File: src/hw/squib_diag_cfg.svh
// Purpose: Constants of the diagnostic-mode command decoder
// Assumes: Included by the frame port and decoder design modules
// Notes:   Definitions only

`ifndef SQUIB_DIAG_CFG_SVH
`define SQUIB_DIAG_CFG_SVH

// ----------------------------------------
// Frame layout
// ----------------------------------------
`define DIAG_MODE_CODE 2'h2
`define FRAME_BITS 5'h10
`define COUNT_MAX 5'h1f
`define CHANNELS 8

// ----------------------------------------
// Reset and idle values
// ----------------------------------------
`define SETUP_RESET 13'h0000
`define RESP_IDLE 16'h0000
`define CS_IDLE 2'h3
`define MONITOR_RESET 8'h01

`endif

File: src/hw/squib_diag_pkg.sv
// Purpose: Types of the diagnostic-mode command decoder
// Assumes: Field order follows the 16-bit command and response words
// Notes:   Constants live in squib_diag_cfg.svh

package squib_diag_pkg;

  // Diagnostic settings, command bits 12 down to 0
  typedef struct packed {
    logic write;
    logic switch_en;
    logic switch_high;
    logic current_en;
    logic measure_sel;
    logic analog_output_pin_en;
    logic [2:0] monitor_ch;
    logic calibrate;
    logic [2:0] current_ch;
  } setup_type;

  typedef struct packed {
    logic [1:0] mode;
    logic parity;
    setup_type setup;
  } command_type;

  typedef struct packed {
    logic [1:0] mode;
    logic battery_short;
    logic switch_fault;
    logic [3:0] setup_echo;
    logic ground_below;
    logic [2:0] monitor_ch;
    logic overcurrent;
    logic [2:0] current_ch;
  } response_type;

  // Per-channel comparator levels
  typedef struct packed {
    logic [7:0] ground_below;
    logic [7:0] battery_short;
    logic [7:0] overcurrent;
    logic [7:0] switch_fault;
  } compare_type;

  // Per-channel analog controls
  typedef struct packed {
    logic [7:0] bias;
    logic [7:0] source;
    logic [7:0] sink;
    logic [7:0] low_side;
    logic [7:0] high_side;
    logic [7:0] monitor;
    logic analog_output_pin_oe;
    logic calibrate;
  } drive_type;

  typedef struct packed {
    logic [1:0] sclk_s;
    logic [1:0] cs_s;
    logic [1:0] mosi_s;
    logic sclk_prev;
    logic cs_prev;
    logic [4:0] count;
    logic [15:0] shift_in;
    logic [15:0] shift_out;
    logic miso;
    logic start;
    logic done;
    logic [15:0] word;
  } port_state_type;

  typedef struct packed {
    setup_type setup;
    logic pending;
    compare_type cmp_meta;
    compare_type cmp_sync;
    drive_type drive;
  } core_state_type;

endpackage : squib_diag_pkg

File: src/hw/frame_port.sv
// Purpose: Serial link slave, 16-bit frames, clock low at idle
// Assumes: Link clock much slower than clk; pins sampled by two flops
// Notes:   Data taken on link clock rise, shifted out on its fall

`timescale 1ns/1ps
`include "squib_diag_cfg.svh"

module frame_port (
  // Clock and reset
  input wire logic clk,
  input wire logic rst,
  // Link pins
  input wire logic sclk,
  input wire logic cs_n,
  input wire logic mosi,
  output logic miso,
  // Word side
  input wire logic [15:0] tx_word,
  output logic frame_start,
  output logic frame_done,
  output logic [15:0] rx_word
);

  squib_diag_pkg::port_state_type st_reg;
  squib_diag_pkg::port_state_type st_next;

  always_comb begin
    st_next = st_reg;
    st_next.sclk_s = {st_reg.sclk_s[0], sclk};
    st_next.cs_s = {st_reg.cs_s[0], cs_n};
    st_next.mosi_s = {st_reg.mosi_s[0], mosi};
    st_next.sclk_prev = st_reg.sclk_s[1];
    st_next.cs_prev = st_reg.cs_s[1];
    st_next.start = 1'b0;
    st_next.done = 1'b0;
    if (st_reg.cs_prev && !st_reg.cs_s[1]) begin
      // Frame opens: reply is loaded here
      st_next.start = 1'b1;
      st_next.count = 5'h00;
      st_next.shift_out = tx_word;
      st_next.miso = tx_word[15];
    end else if (!st_reg.cs_prev && st_reg.cs_s[1]) begin
      // Only whole 16-bit frames count
      if (st_reg.count == `FRAME_BITS) begin
        st_next.done = 1'b1;
        st_next.word = st_reg.shift_in;
      end
    end else if (!st_reg.cs_s[1]) begin
      if (!st_reg.sclk_prev && st_reg.sclk_s[1]) begin
        st_next.shift_in = {st_reg.shift_in[14:0], st_reg.mosi_s[1]};
        if (st_reg.count != `COUNT_MAX) begin
          st_next.count = st_reg.count + 5'h01;
        end
      end
      if (st_reg.sclk_prev && !st_reg.sclk_s[1]) begin
        st_next.shift_out = {st_reg.shift_out[14:0], 1'b0};
        st_next.miso = st_reg.shift_out[14];
      end
    end
  end

  always_ff @(posedge clk) begin
    if (rst) begin
      st_reg <= '0;
      st_reg.cs_s <= `CS_IDLE;
      st_reg.cs_prev <= 1'b1;
    end else begin
      st_reg <= st_next;
    end
  end

  assign miso = st_reg.miso;
  assign frame_start = st_reg.start;
  assign frame_done = st_reg.done;
  assign rx_word = st_reg.word;

endmodule : frame_port

File: src/hw/squib_diagnostic_mode_decoder.sv
// Purpose: Diagnostic-mode command decoder of an eight-channel squib driver
// Assumes: Host is link master; comparator levels are asynchronous
// Notes:   Other frame modes are decoded elsewhere; here they reply zero
//
// Behaviour
// - Top bits 1 then 0 mark a diagnostic frame; other codes are other modes.
// - Reply to a command goes out in the next valid selected frame.
// - Bit 13 makes the whole sixteen-bit word odd parity; device checks it.
// - Settings in bits 12..0 apply only when bit 12 is one.
// - Every diagnostic frame, read or write, gets a diagnostic reply next.
// - Measure source and sink on only when bits 8,9,12 set, 11 clear.
// - Bit 11 enables switch test; bit 10 picks low (0) or high (1).
// - Bit 11 clear disables switch test and bit 10 does nothing.
// - Bit 9 enables a current; bit 8 picks bias (0) or measure (1).
// - Bit 9 clear turns every diagnostic current off, bit 8 ignored.
// - Bits 2..0 pick the one current channel in plain binary.
// - Bits 6..4 pick the monitored channel for output and all comparators but switch fault.
// - Monitor channel field resets to zero, channel 0.
// - Current and monitor selects are independent and each one channel at most.
// - Bit 7 drives the analog output; clear means high impedance.
// - Bit 3 selects calibration voltage, else measure result; resets to zero.
// - Comparator results are captured into the reply status bits.
// - Reply bit 7 is one when monitored low pin is below ground threshold.
// - Reply bit 13 flags battery short, bit 3 overcurrent; zero when healthy.
// - Write bit, switch, current and output enables reset to zero.

`timescale 1ns/1ps
`include "squib_diag_cfg.svh"

module squib_diagnostic_mode_decoder (
  // Clock and reset
  input wire logic clk,
  input wire logic rst,
  // Link pins
  input wire logic sclk,
  input wire logic cs_n,
  input wire logic mosi,
  output logic miso,
  // Comparator levels per channel
  input wire logic [7:0] ground_below,
  input wire logic [7:0] battery_short,
  input wire logic [7:0] overcurrent,
  input wire logic [7:0] switch_fault,
  // Current source controls per channel
  output logic [7:0] bias_current_en,
  output logic [7:0] measure_source_en,
  output logic [7:0] measure_sink_en,
  // Switch test controls per channel
  output logic [7:0] low_side_test_en,
  output logic [7:0] high_side_test_en,
  // Monitor and analog output
  output logic [7:0] monitor_select,
  output logic analog_output_oe,
  output logic analog_output_calibrate
);

  // ----------------------------------------
  // Signals
  // ----------------------------------------
  squib_diag_pkg::core_state_type st_reg;
  squib_diag_pkg::core_state_type st_next;
  squib_diag_pkg::compare_type cmp_in;
  squib_diag_pkg::response_type rsp;
  wire squib_diag_pkg::drive_type drv;
  logic [15:0] tx_word;
  logic [15:0] rx_word;
  logic frame_start;
  logic frame_done;
  logic is_diag;
  logic parity_ok;

  // ----------------------------------------
  // Link slave
  // ----------------------------------------
  frame_port port (
    .clk(clk),
    .rst(rst),
    .sclk(sclk),
    .cs_n(cs_n),
    .mosi(mosi),
    .miso(miso),
    .tx_word(tx_word),
    .frame_start(frame_start),
    .frame_done(frame_done),
    .rx_word(rx_word)
  );

  // ----------------------------------------
  // Frame decode
  // ----------------------------------------
  assign is_diag = rx_word[15:14] == `DIAG_MODE_CODE;
  assign parity_ok = ^rx_word;

  assign cmp_in = '{
    ground_below: ground_below,
    battery_short: battery_short,
    overcurrent: overcurrent,
    switch_fault: switch_fault
  };

  // ----------------------------------------
  // Reply word
  // ----------------------------------------
  // Comparators read after two sync flops at frame open; switch fault for the current channel, the others for the monitored one
  assign rsp = '{
    mode: `DIAG_MODE_CODE,
    battery_short: st_reg.cmp_sync.battery_short[st_reg.setup.monitor_ch],
    switch_fault: st_reg.cmp_sync.switch_fault[st_reg.setup.current_ch],
    setup_echo: {st_reg.setup.switch_en, st_reg.setup.switch_high,
                 st_reg.setup.current_en, st_reg.setup.measure_sel},
    ground_below: st_reg.cmp_sync.ground_below[st_reg.setup.monitor_ch],
    monitor_ch: st_reg.setup.monitor_ch,
    overcurrent: st_reg.cmp_sync.overcurrent[st_reg.setup.monitor_ch],
    current_ch: st_reg.setup.current_ch
  };

  // Previous frame decides the reply of this one
  assign tx_word = st_reg.pending ? 16'(rsp) : `RESP_IDLE;

  // ----------------------------------------
  // Per-channel decode
  // ----------------------------------------
  for (genvar i = 0; i < `CHANNELS; i++) begin : chan
    wire cur_hit = st_reg.setup.current_ch == 3'(i);
    assign drv.bias[i] = cur_hit && st_reg.setup.current_en
                         && !st_reg.setup.measure_sel;
    assign drv.source[i] = cur_hit && st_reg.setup.write && st_reg.setup.current_en
                           && st_reg.setup.measure_sel && !st_reg.setup.switch_en;
    assign drv.sink[i] = drv.source[i];
    assign drv.low_side[i] = cur_hit && st_reg.setup.switch_en
                             && !st_reg.setup.switch_high;
    assign drv.high_side[i] = cur_hit && st_reg.setup.switch_en
                              && st_reg.setup.switch_high;
    assign drv.monitor[i] = st_reg.setup.monitor_ch == 3'(i);
  end

  assign drv.analog_output_pin_oe = st_reg.setup.analog_output_pin_en;
  assign drv.calibrate = st_reg.setup.calibrate;

  // ----------------------------------------
  // State update
  // ----------------------------------------
  always_comb begin
    st_next = st_reg;
    st_next.cmp_meta = cmp_in;
    st_next.cmp_sync = st_reg.cmp_meta;
    st_next.drive = drv;
    if (frame_done) begin
      st_next.pending = is_diag;
      if (is_diag && parity_ok && rx_word[12]) begin
        st_next.setup = squib_diag_pkg::setup_type'(rx_word[12:0]);
      end
    end
  end

  always_ff @(posedge clk) begin
    if (rst) begin
      st_reg <= '0;
      st_reg.setup <= `SETUP_RESET;
      st_reg.drive.monitor <= `MONITOR_RESET;
    end else begin
      st_reg <= st_next;
    end
  end

  // ----------------------------------------
  // Outputs
  // ----------------------------------------
  assign bias_current_en = st_reg.drive.bias;
  assign measure_source_en = st_reg.drive.source;
  assign measure_sink_en = st_reg.drive.sink;
  assign low_side_test_en = st_reg.drive.low_side;
  assign high_side_test_en = st_reg.drive.high_side;
  assign monitor_select = st_reg.drive.monitor;
  assign analog_output_oe = st_reg.drive.analog_output_pin_oe;
  assign analog_output_calibrate = st_reg.drive.calibrate;
endmodule : squib_diagnostic_mode_decoder

File: config.mk
export PLATFORM = sky130hd
export DESIGN_NAME = squib_diagnostic_mode_decoder
export DESIGN_NICKNAME = d
export VERILOG_FILES = /design/src/hw/squib_diag_pkg.sv /design/src/hw/frame_port.sv /design/src/hw/squib_diagnostic_mode_decoder.sv
export VERILOG_INCLUDE_DIRS = /design/src /design/src/hw
export SDC_FILE = /design/constraint.sdc
export NUM_CORES = 1
export LEC_CHECK = 0
export ABC_AREA = 1
export BUFFER_PORTS_ARGS = -buffer_cell sky130_fd_sc_hd__buf_2
export CORE_MARGIN = 2
export CORE_UTILIZATION = 58
export DETAILED_ROUTE_END_ITERATION = 16
export PLACE_DENSITY = 0.79
export SYNTH_ARGS = -nofsm -noshare
export SYNTH_HDL_FRONTEND = slang
export SYNTH_HIERARCHICAL = 1
export SYNTH_SLANG_ARGS = --single-unit
File: constraint.sdc
create_clock -name clk -period 2.3 [get_ports clk]
set_clock_uncertainty 0.15 [all_clocks]
set_input_delay 0.46 -clock clk [delete_from_list [all_inputs] [get_ports clk]]
set_output_delay 0.46 -clock clk [all_outputs]
set_load 0.03 [all_outputs]
# Word level (Yosys, flattened, before mapping)
# Index checks and enable logic that the tools add are counted.
[totals] mem_bits_rw=0 register_bits=182 input_bits=37 mem_count=0 word_cells=171 latchBits=0 rom_bits=0
[op_classes] n_addsub=1 n_reduce_logical=96 magnitude_cmp=2 n_bitwise=3 n_mux=14 eq_ne=19 shift=0 div=0 multipliers=0
[ops] cell="$mux W16" count=5
[ops] cell="$logic_and A1 B1 Y1" count=78
[ops] cell="$eq A3 B3 Y1 const B" count=8
[ops] cell="$mux W17" count=1
[ops] cell="$reduce_xor A16 Y1" count=1
[ops] cell="$bmux W1 S3" count=4
[ops] cell="$eq A3 B2 Y1 const B" count=4
[ops] cell="$lt A3 B4 Y1 const B" count=2
[ops] cell="$reduce_and A4 Y1" count=2
[ops] cell="$logic_not A1 Y1" count=7
[ops] cell="$eq A3 B1 Y1 const B" count=2
[ops] cell="$logic_not A3 Y1" count=2
[ops] cell="$reduce_and A3 Y1" count=2
[ops] cell="$add A5 B1 Y5 const B" count=1
[ops] cell="$eq A5 B5 Y1 const B" count=1
[ops] cell="$ne A5 B5 Y1 const B" count=1
[ops] cell="$mux W1" count=4
[ops] cell="$not A1 Y1" count=3
[ops] cell="$reduce_or A3 Y1" count=1
[ops] cell="$eq A2 B2 Y1 const B" count=1
[ops] cell="$ne A2 B1 Y1 const B" count=1
[ops] cell="$ne A2 B2 Y1 const B" count=1
[ops] cell="$reduce_and A2 Y1" count=1
[ops] cell="$reduce_bool A2 Y1" count=1
[ops] cell="$reduce_or A2 Y1" count=1

# Logic depth before layout (Yosys ltp)
[logic_depth] ltp_word=6 depth_mapped=17

# Cells and area by module
# The synthesis kept the hierarchy.
[by_module_without_submodules] module="squib_diagnostic_mode_decoder" area_per_inst_um2=4744.6 seq_area_each_um2=2402.3 cells_per_inst=639 instances=1
[by_module_without_submodules] module="frame_port" area_per_inst_um2=2887.8 seq_area_each_um2=1261.2 cells_per_inst=378 instances=1

# Worst setup path before layout
# Ideal clock, no wire load.
[synth_timing] path_kind="reg2reg" startpoint="reg port.st_reg (netlist bit port/rx_word[14])" endpoint="reg st_reg (netlist bit rsp[4])" setup_ps=110 arrival_time_ps=1664 synth_period_minus_slack_ps=1924 n_path_buf=2 required_time_ps=2040 stages_incl_launch_ff=18 setup_slack_ps=376 path_cell_list="dfxtp_1 -> buf_4 -> inv_1 -> ha_1 -> inv_1 -> nand2_1 -> nand2_1 -> nand2_1 -> inv_1 -> nor2_1 -> nand2_1 -> nand2_1 -> nand2_4 -> nand3_4 -> buf_6 -> nand2_2 -> inv_2 -> nor2_2"
[synth_via] elab_chain_cells=4
[synth_rtl] element="start, declared" line_no="frame_port.sv:24" source="squib_diag_pkg::port_state_type st_reg;"
[synth_rtl] element="start signal, assigned" line_no="frame_port.sv:68" source="st_reg <= st_next;"
[synth_rtl] element="$reduce_xor A16 Y1 or $eq A2 B2 Y1 (tied branches)"
[synth_rtl] element="$logic_and A1 B1 Y1 (*) (2 in a row)" line_no="squib_diagnostic_mode_decoder.sv:150" source="if (is_diag && parity_ok && rx_word[12]) begin"
[synth_rtl] element="$reduce_and A2 Y1 (no source line) (*)"
[synth_rtl] element="end signal, assigned" line_no="squib_diagnostic_mode_decoder.sv:162" source="st_reg <= st_next;"
[synth_rtl] element="end, declared" line_no="squib_diagnostic_mode_decoder.sv:60" source="squib_diag_pkg::core_state_type st_reg;"
# Every way passes the cells marked *; elsewhere a longest branch is shown, timed or not.
# A chain may end at the register's enable or synchronous reset.

# Worst setup path after layout
[layout_timing] startpoint="reg port.st_reg (netlist bit port/rx_word[14])" endpoint="reg st_reg (netlist bit rsp[1])"
# The elaborated chain is that of the path after synthesis.

==> results.md <==
- Run status: complete, no violations
- Internal power: between 4 and 5 mW
- Max-cap viol count: 0
- Core Util, Final: between 60% and 70%
- Worst-case clock buffer depth: 2
- Syn avg cell area: around 7.5 um2
- Final GP Congestion: roughly 0.82
- Synth Warn #: 6
- DR WL/cell: 10.9 um
- Total GRT Usage: approximately a fifth
- Final cell count without fillers: between 1,000 and 1,500
- Drt via density: roughly 4.8
- Final hold slack: ~0.065 ns
- Number of global-route vias before repair: approximately 5,400
- Layout filler cell count: about 1,100
- TritonCTS buffer count: 17
- Max transition margin: between 60% and 70%
- CTS tree: built
- Max-slew violations: 0
- Switching portion of total power: approximately a quarter
- Overflow after GRT: 0
- Synthesized cell area: 7610 um2
- Hold Fails Final Rpt: 0
- Largest net degree at the start of global routing: just over 60
- Crit Path Max Fanout: 14
- Vias: 5,755
- Startpoint Class: flop
- Placed Cells: about 1,200
- Peak supply drop: approximately 0.61 mV
- Core area: 12,700 um2
- Clk sinks: roughly 180
- Hold Path Class: input pin to flop
- Fin crit share: between 90% and 100%
- CP Capture Type: flop
- R2R depth: 14
- Hpwl dp: 8950 um
- Worst-Skew Late Latency: between 0.4 and 0.5 ns
- Leakage: 3.95 nW
- Setup violations, final: 0
- CTS H-Tree Depth: 4
- Starting Density: between 50% and 60%
- Measured slew at the worst slew-check pin: about 0.54 ns
- Site row count: just over 40
- Mapped Cells: 1,015
- Clock root buffer: clkbuf_16
- Area Growth Syn to Fin: 8.04%
- Initial antenna violation count: 0
- IO Port Bufs: between 80 and 90
- Syn nets: 1,058
- Post-layout minimum cycle time: approximately 2.1 ns
- Hold Path Stages: 2
- Fmax: 479 MHz
- Die Height: about 120 um
- Num ports: 88
- Clk pwr share: approximately 44%
- Global-route wire length before repair: 23,000 um
- Clock slew seen by the registers of the worst setup and hold paths: 0.07 ns
- DRC Markers: 0
- Ant diodes: 0
- Crit path required time: 2.48 ns
- Part of the power in registers: around 52%
- Power Dens Cells: approximately 750 nW/um2
- Switching pwr: about 1.5 mW
- Number of flip-flops in the largest register: 39
- DR pass1 iterations: 5
- CP Class: flop to flop
- Die width: 119 um
- Register area: 3640 um2
- Worst Path Arrival: around 2.3 ns
- Total Wirelength: ~13,000 um
- Logic gate share of total power: about 3.6%
- Die ar.: 14,100 um2
- Antenna-violating nets left: 0
- Post-layout net count: around 1,100
- Layout cells sized above 1: roughly 17%
- Multi-input gate area: ~2700 um2
- Number of DRC markers after the initial detailed-route iteration: 402
-- critical path, cell delays in order, from the launching register on --
cell     delay (ns)
dfxtp_1        0.33
inv_1          0.04
ha_1           0.33
inv_1          0.10
nand2_1        0.07
nand2_1        0.07
nand2_1        0.04
nand2_1        0.06
nand2_1        0.05
nand2_1        0.07
nand3_2        0.25
nand3_2        0.27
nand2_2        0.07
inv_1          0.06
nor2_1         0.04
-- cell usage in the layout, fill, tap and decap left out, drive strengths merged --
cell type and count:
dfxtp 182, a221oi 2, a21oi 52, o21ai 15
nand3b 1, buf 101, a22oi 6, or2 2
clkinv 8, xor2 1, clkbuf 18, nand3 72
a22o 3, o22ai 1, inv 165, conb 1
clkinvlp 1, nand2 203, nor3 2, nand4 28
o21a 1, ha 6, nor2 168
-- final cells by class --
| type | count | share of cell area, % |
|---|---|---|
| well taps | 172 | 2.62 |
| repair buffers | 101 | 6.61 |
| clock buffers | 18 | 5.22 |
| flip-flops and latches | 182 | 44.3 |
| inverters | 160 | 7.31 |
| clock inverters | 14 | 1.64 |
| multi-input cells | 564 | 32.3 |
-- per-stage QoR --
step	power (mW)	area, um2	TNS [ns]	setup WS, ns
final	6.21	8220	0	0.213
after global placement	3.54	7650	0	0.308
after CTS	6.25	8210	0	0.205
after detailed placement	3.54	7650	0	0.221
after global routing	6.45	8220	-0.0239	-0.0239
after floorplan	3.47	7610	0	0.376
-- path summary, 6_finish.rpt --
kind	startpoint	endpoint	slack, ns
max	port/rx_word[14]$_SDFFE_PP0P_	rsp[1]$_SDFFE_PP0P_	0.21
min	cs_n	port/st_next[61]$_SDFF_PP1_	0.06
max reg2reg	port/rx_word[14]$_SDFFE_PP0P_	rsp[1]$_SDFFE_PP0P_	0.21
min reg2reg	st_next[81]$_SDFF_PP0_	st_reg[81]$_SDFF_PP0_	0.25
-- power groups by stage --
stage / logic [mW] / registers, mW / clock network [mW]
floorplan: 0.162 / 3.31 / 0
global placement: 0.222 / 3.31 / 0
detailed placement: 0.225 / 3.32 / 0
CTS: 0.226 / 3.24 / 2.78
global route: 0.262 / 3.25 / 2.94
finish: 0.224 / 3.24 / 2.74
-- routing by layer --
metal	track usage, %	vias to the layer above	part of all wire, %
li1	-	3054	-
met1	23.3	2545	44
met2	34.6	136	50
met3	4.83	20	4.9
met4	8.04	0	1.6
met5	0	-	0
-- timing repair --
| item | 4_1_cts | 5_1_grt |
|---|---|---|
| setup buffers | 0 | 0 |
| setup endpoints to repair | 0 | 8 |
| gates resized for setup | 0 | 0 |
| hold buffers | 0 | 0 |
Note: power is estimated with default switching activity, not from simulation.
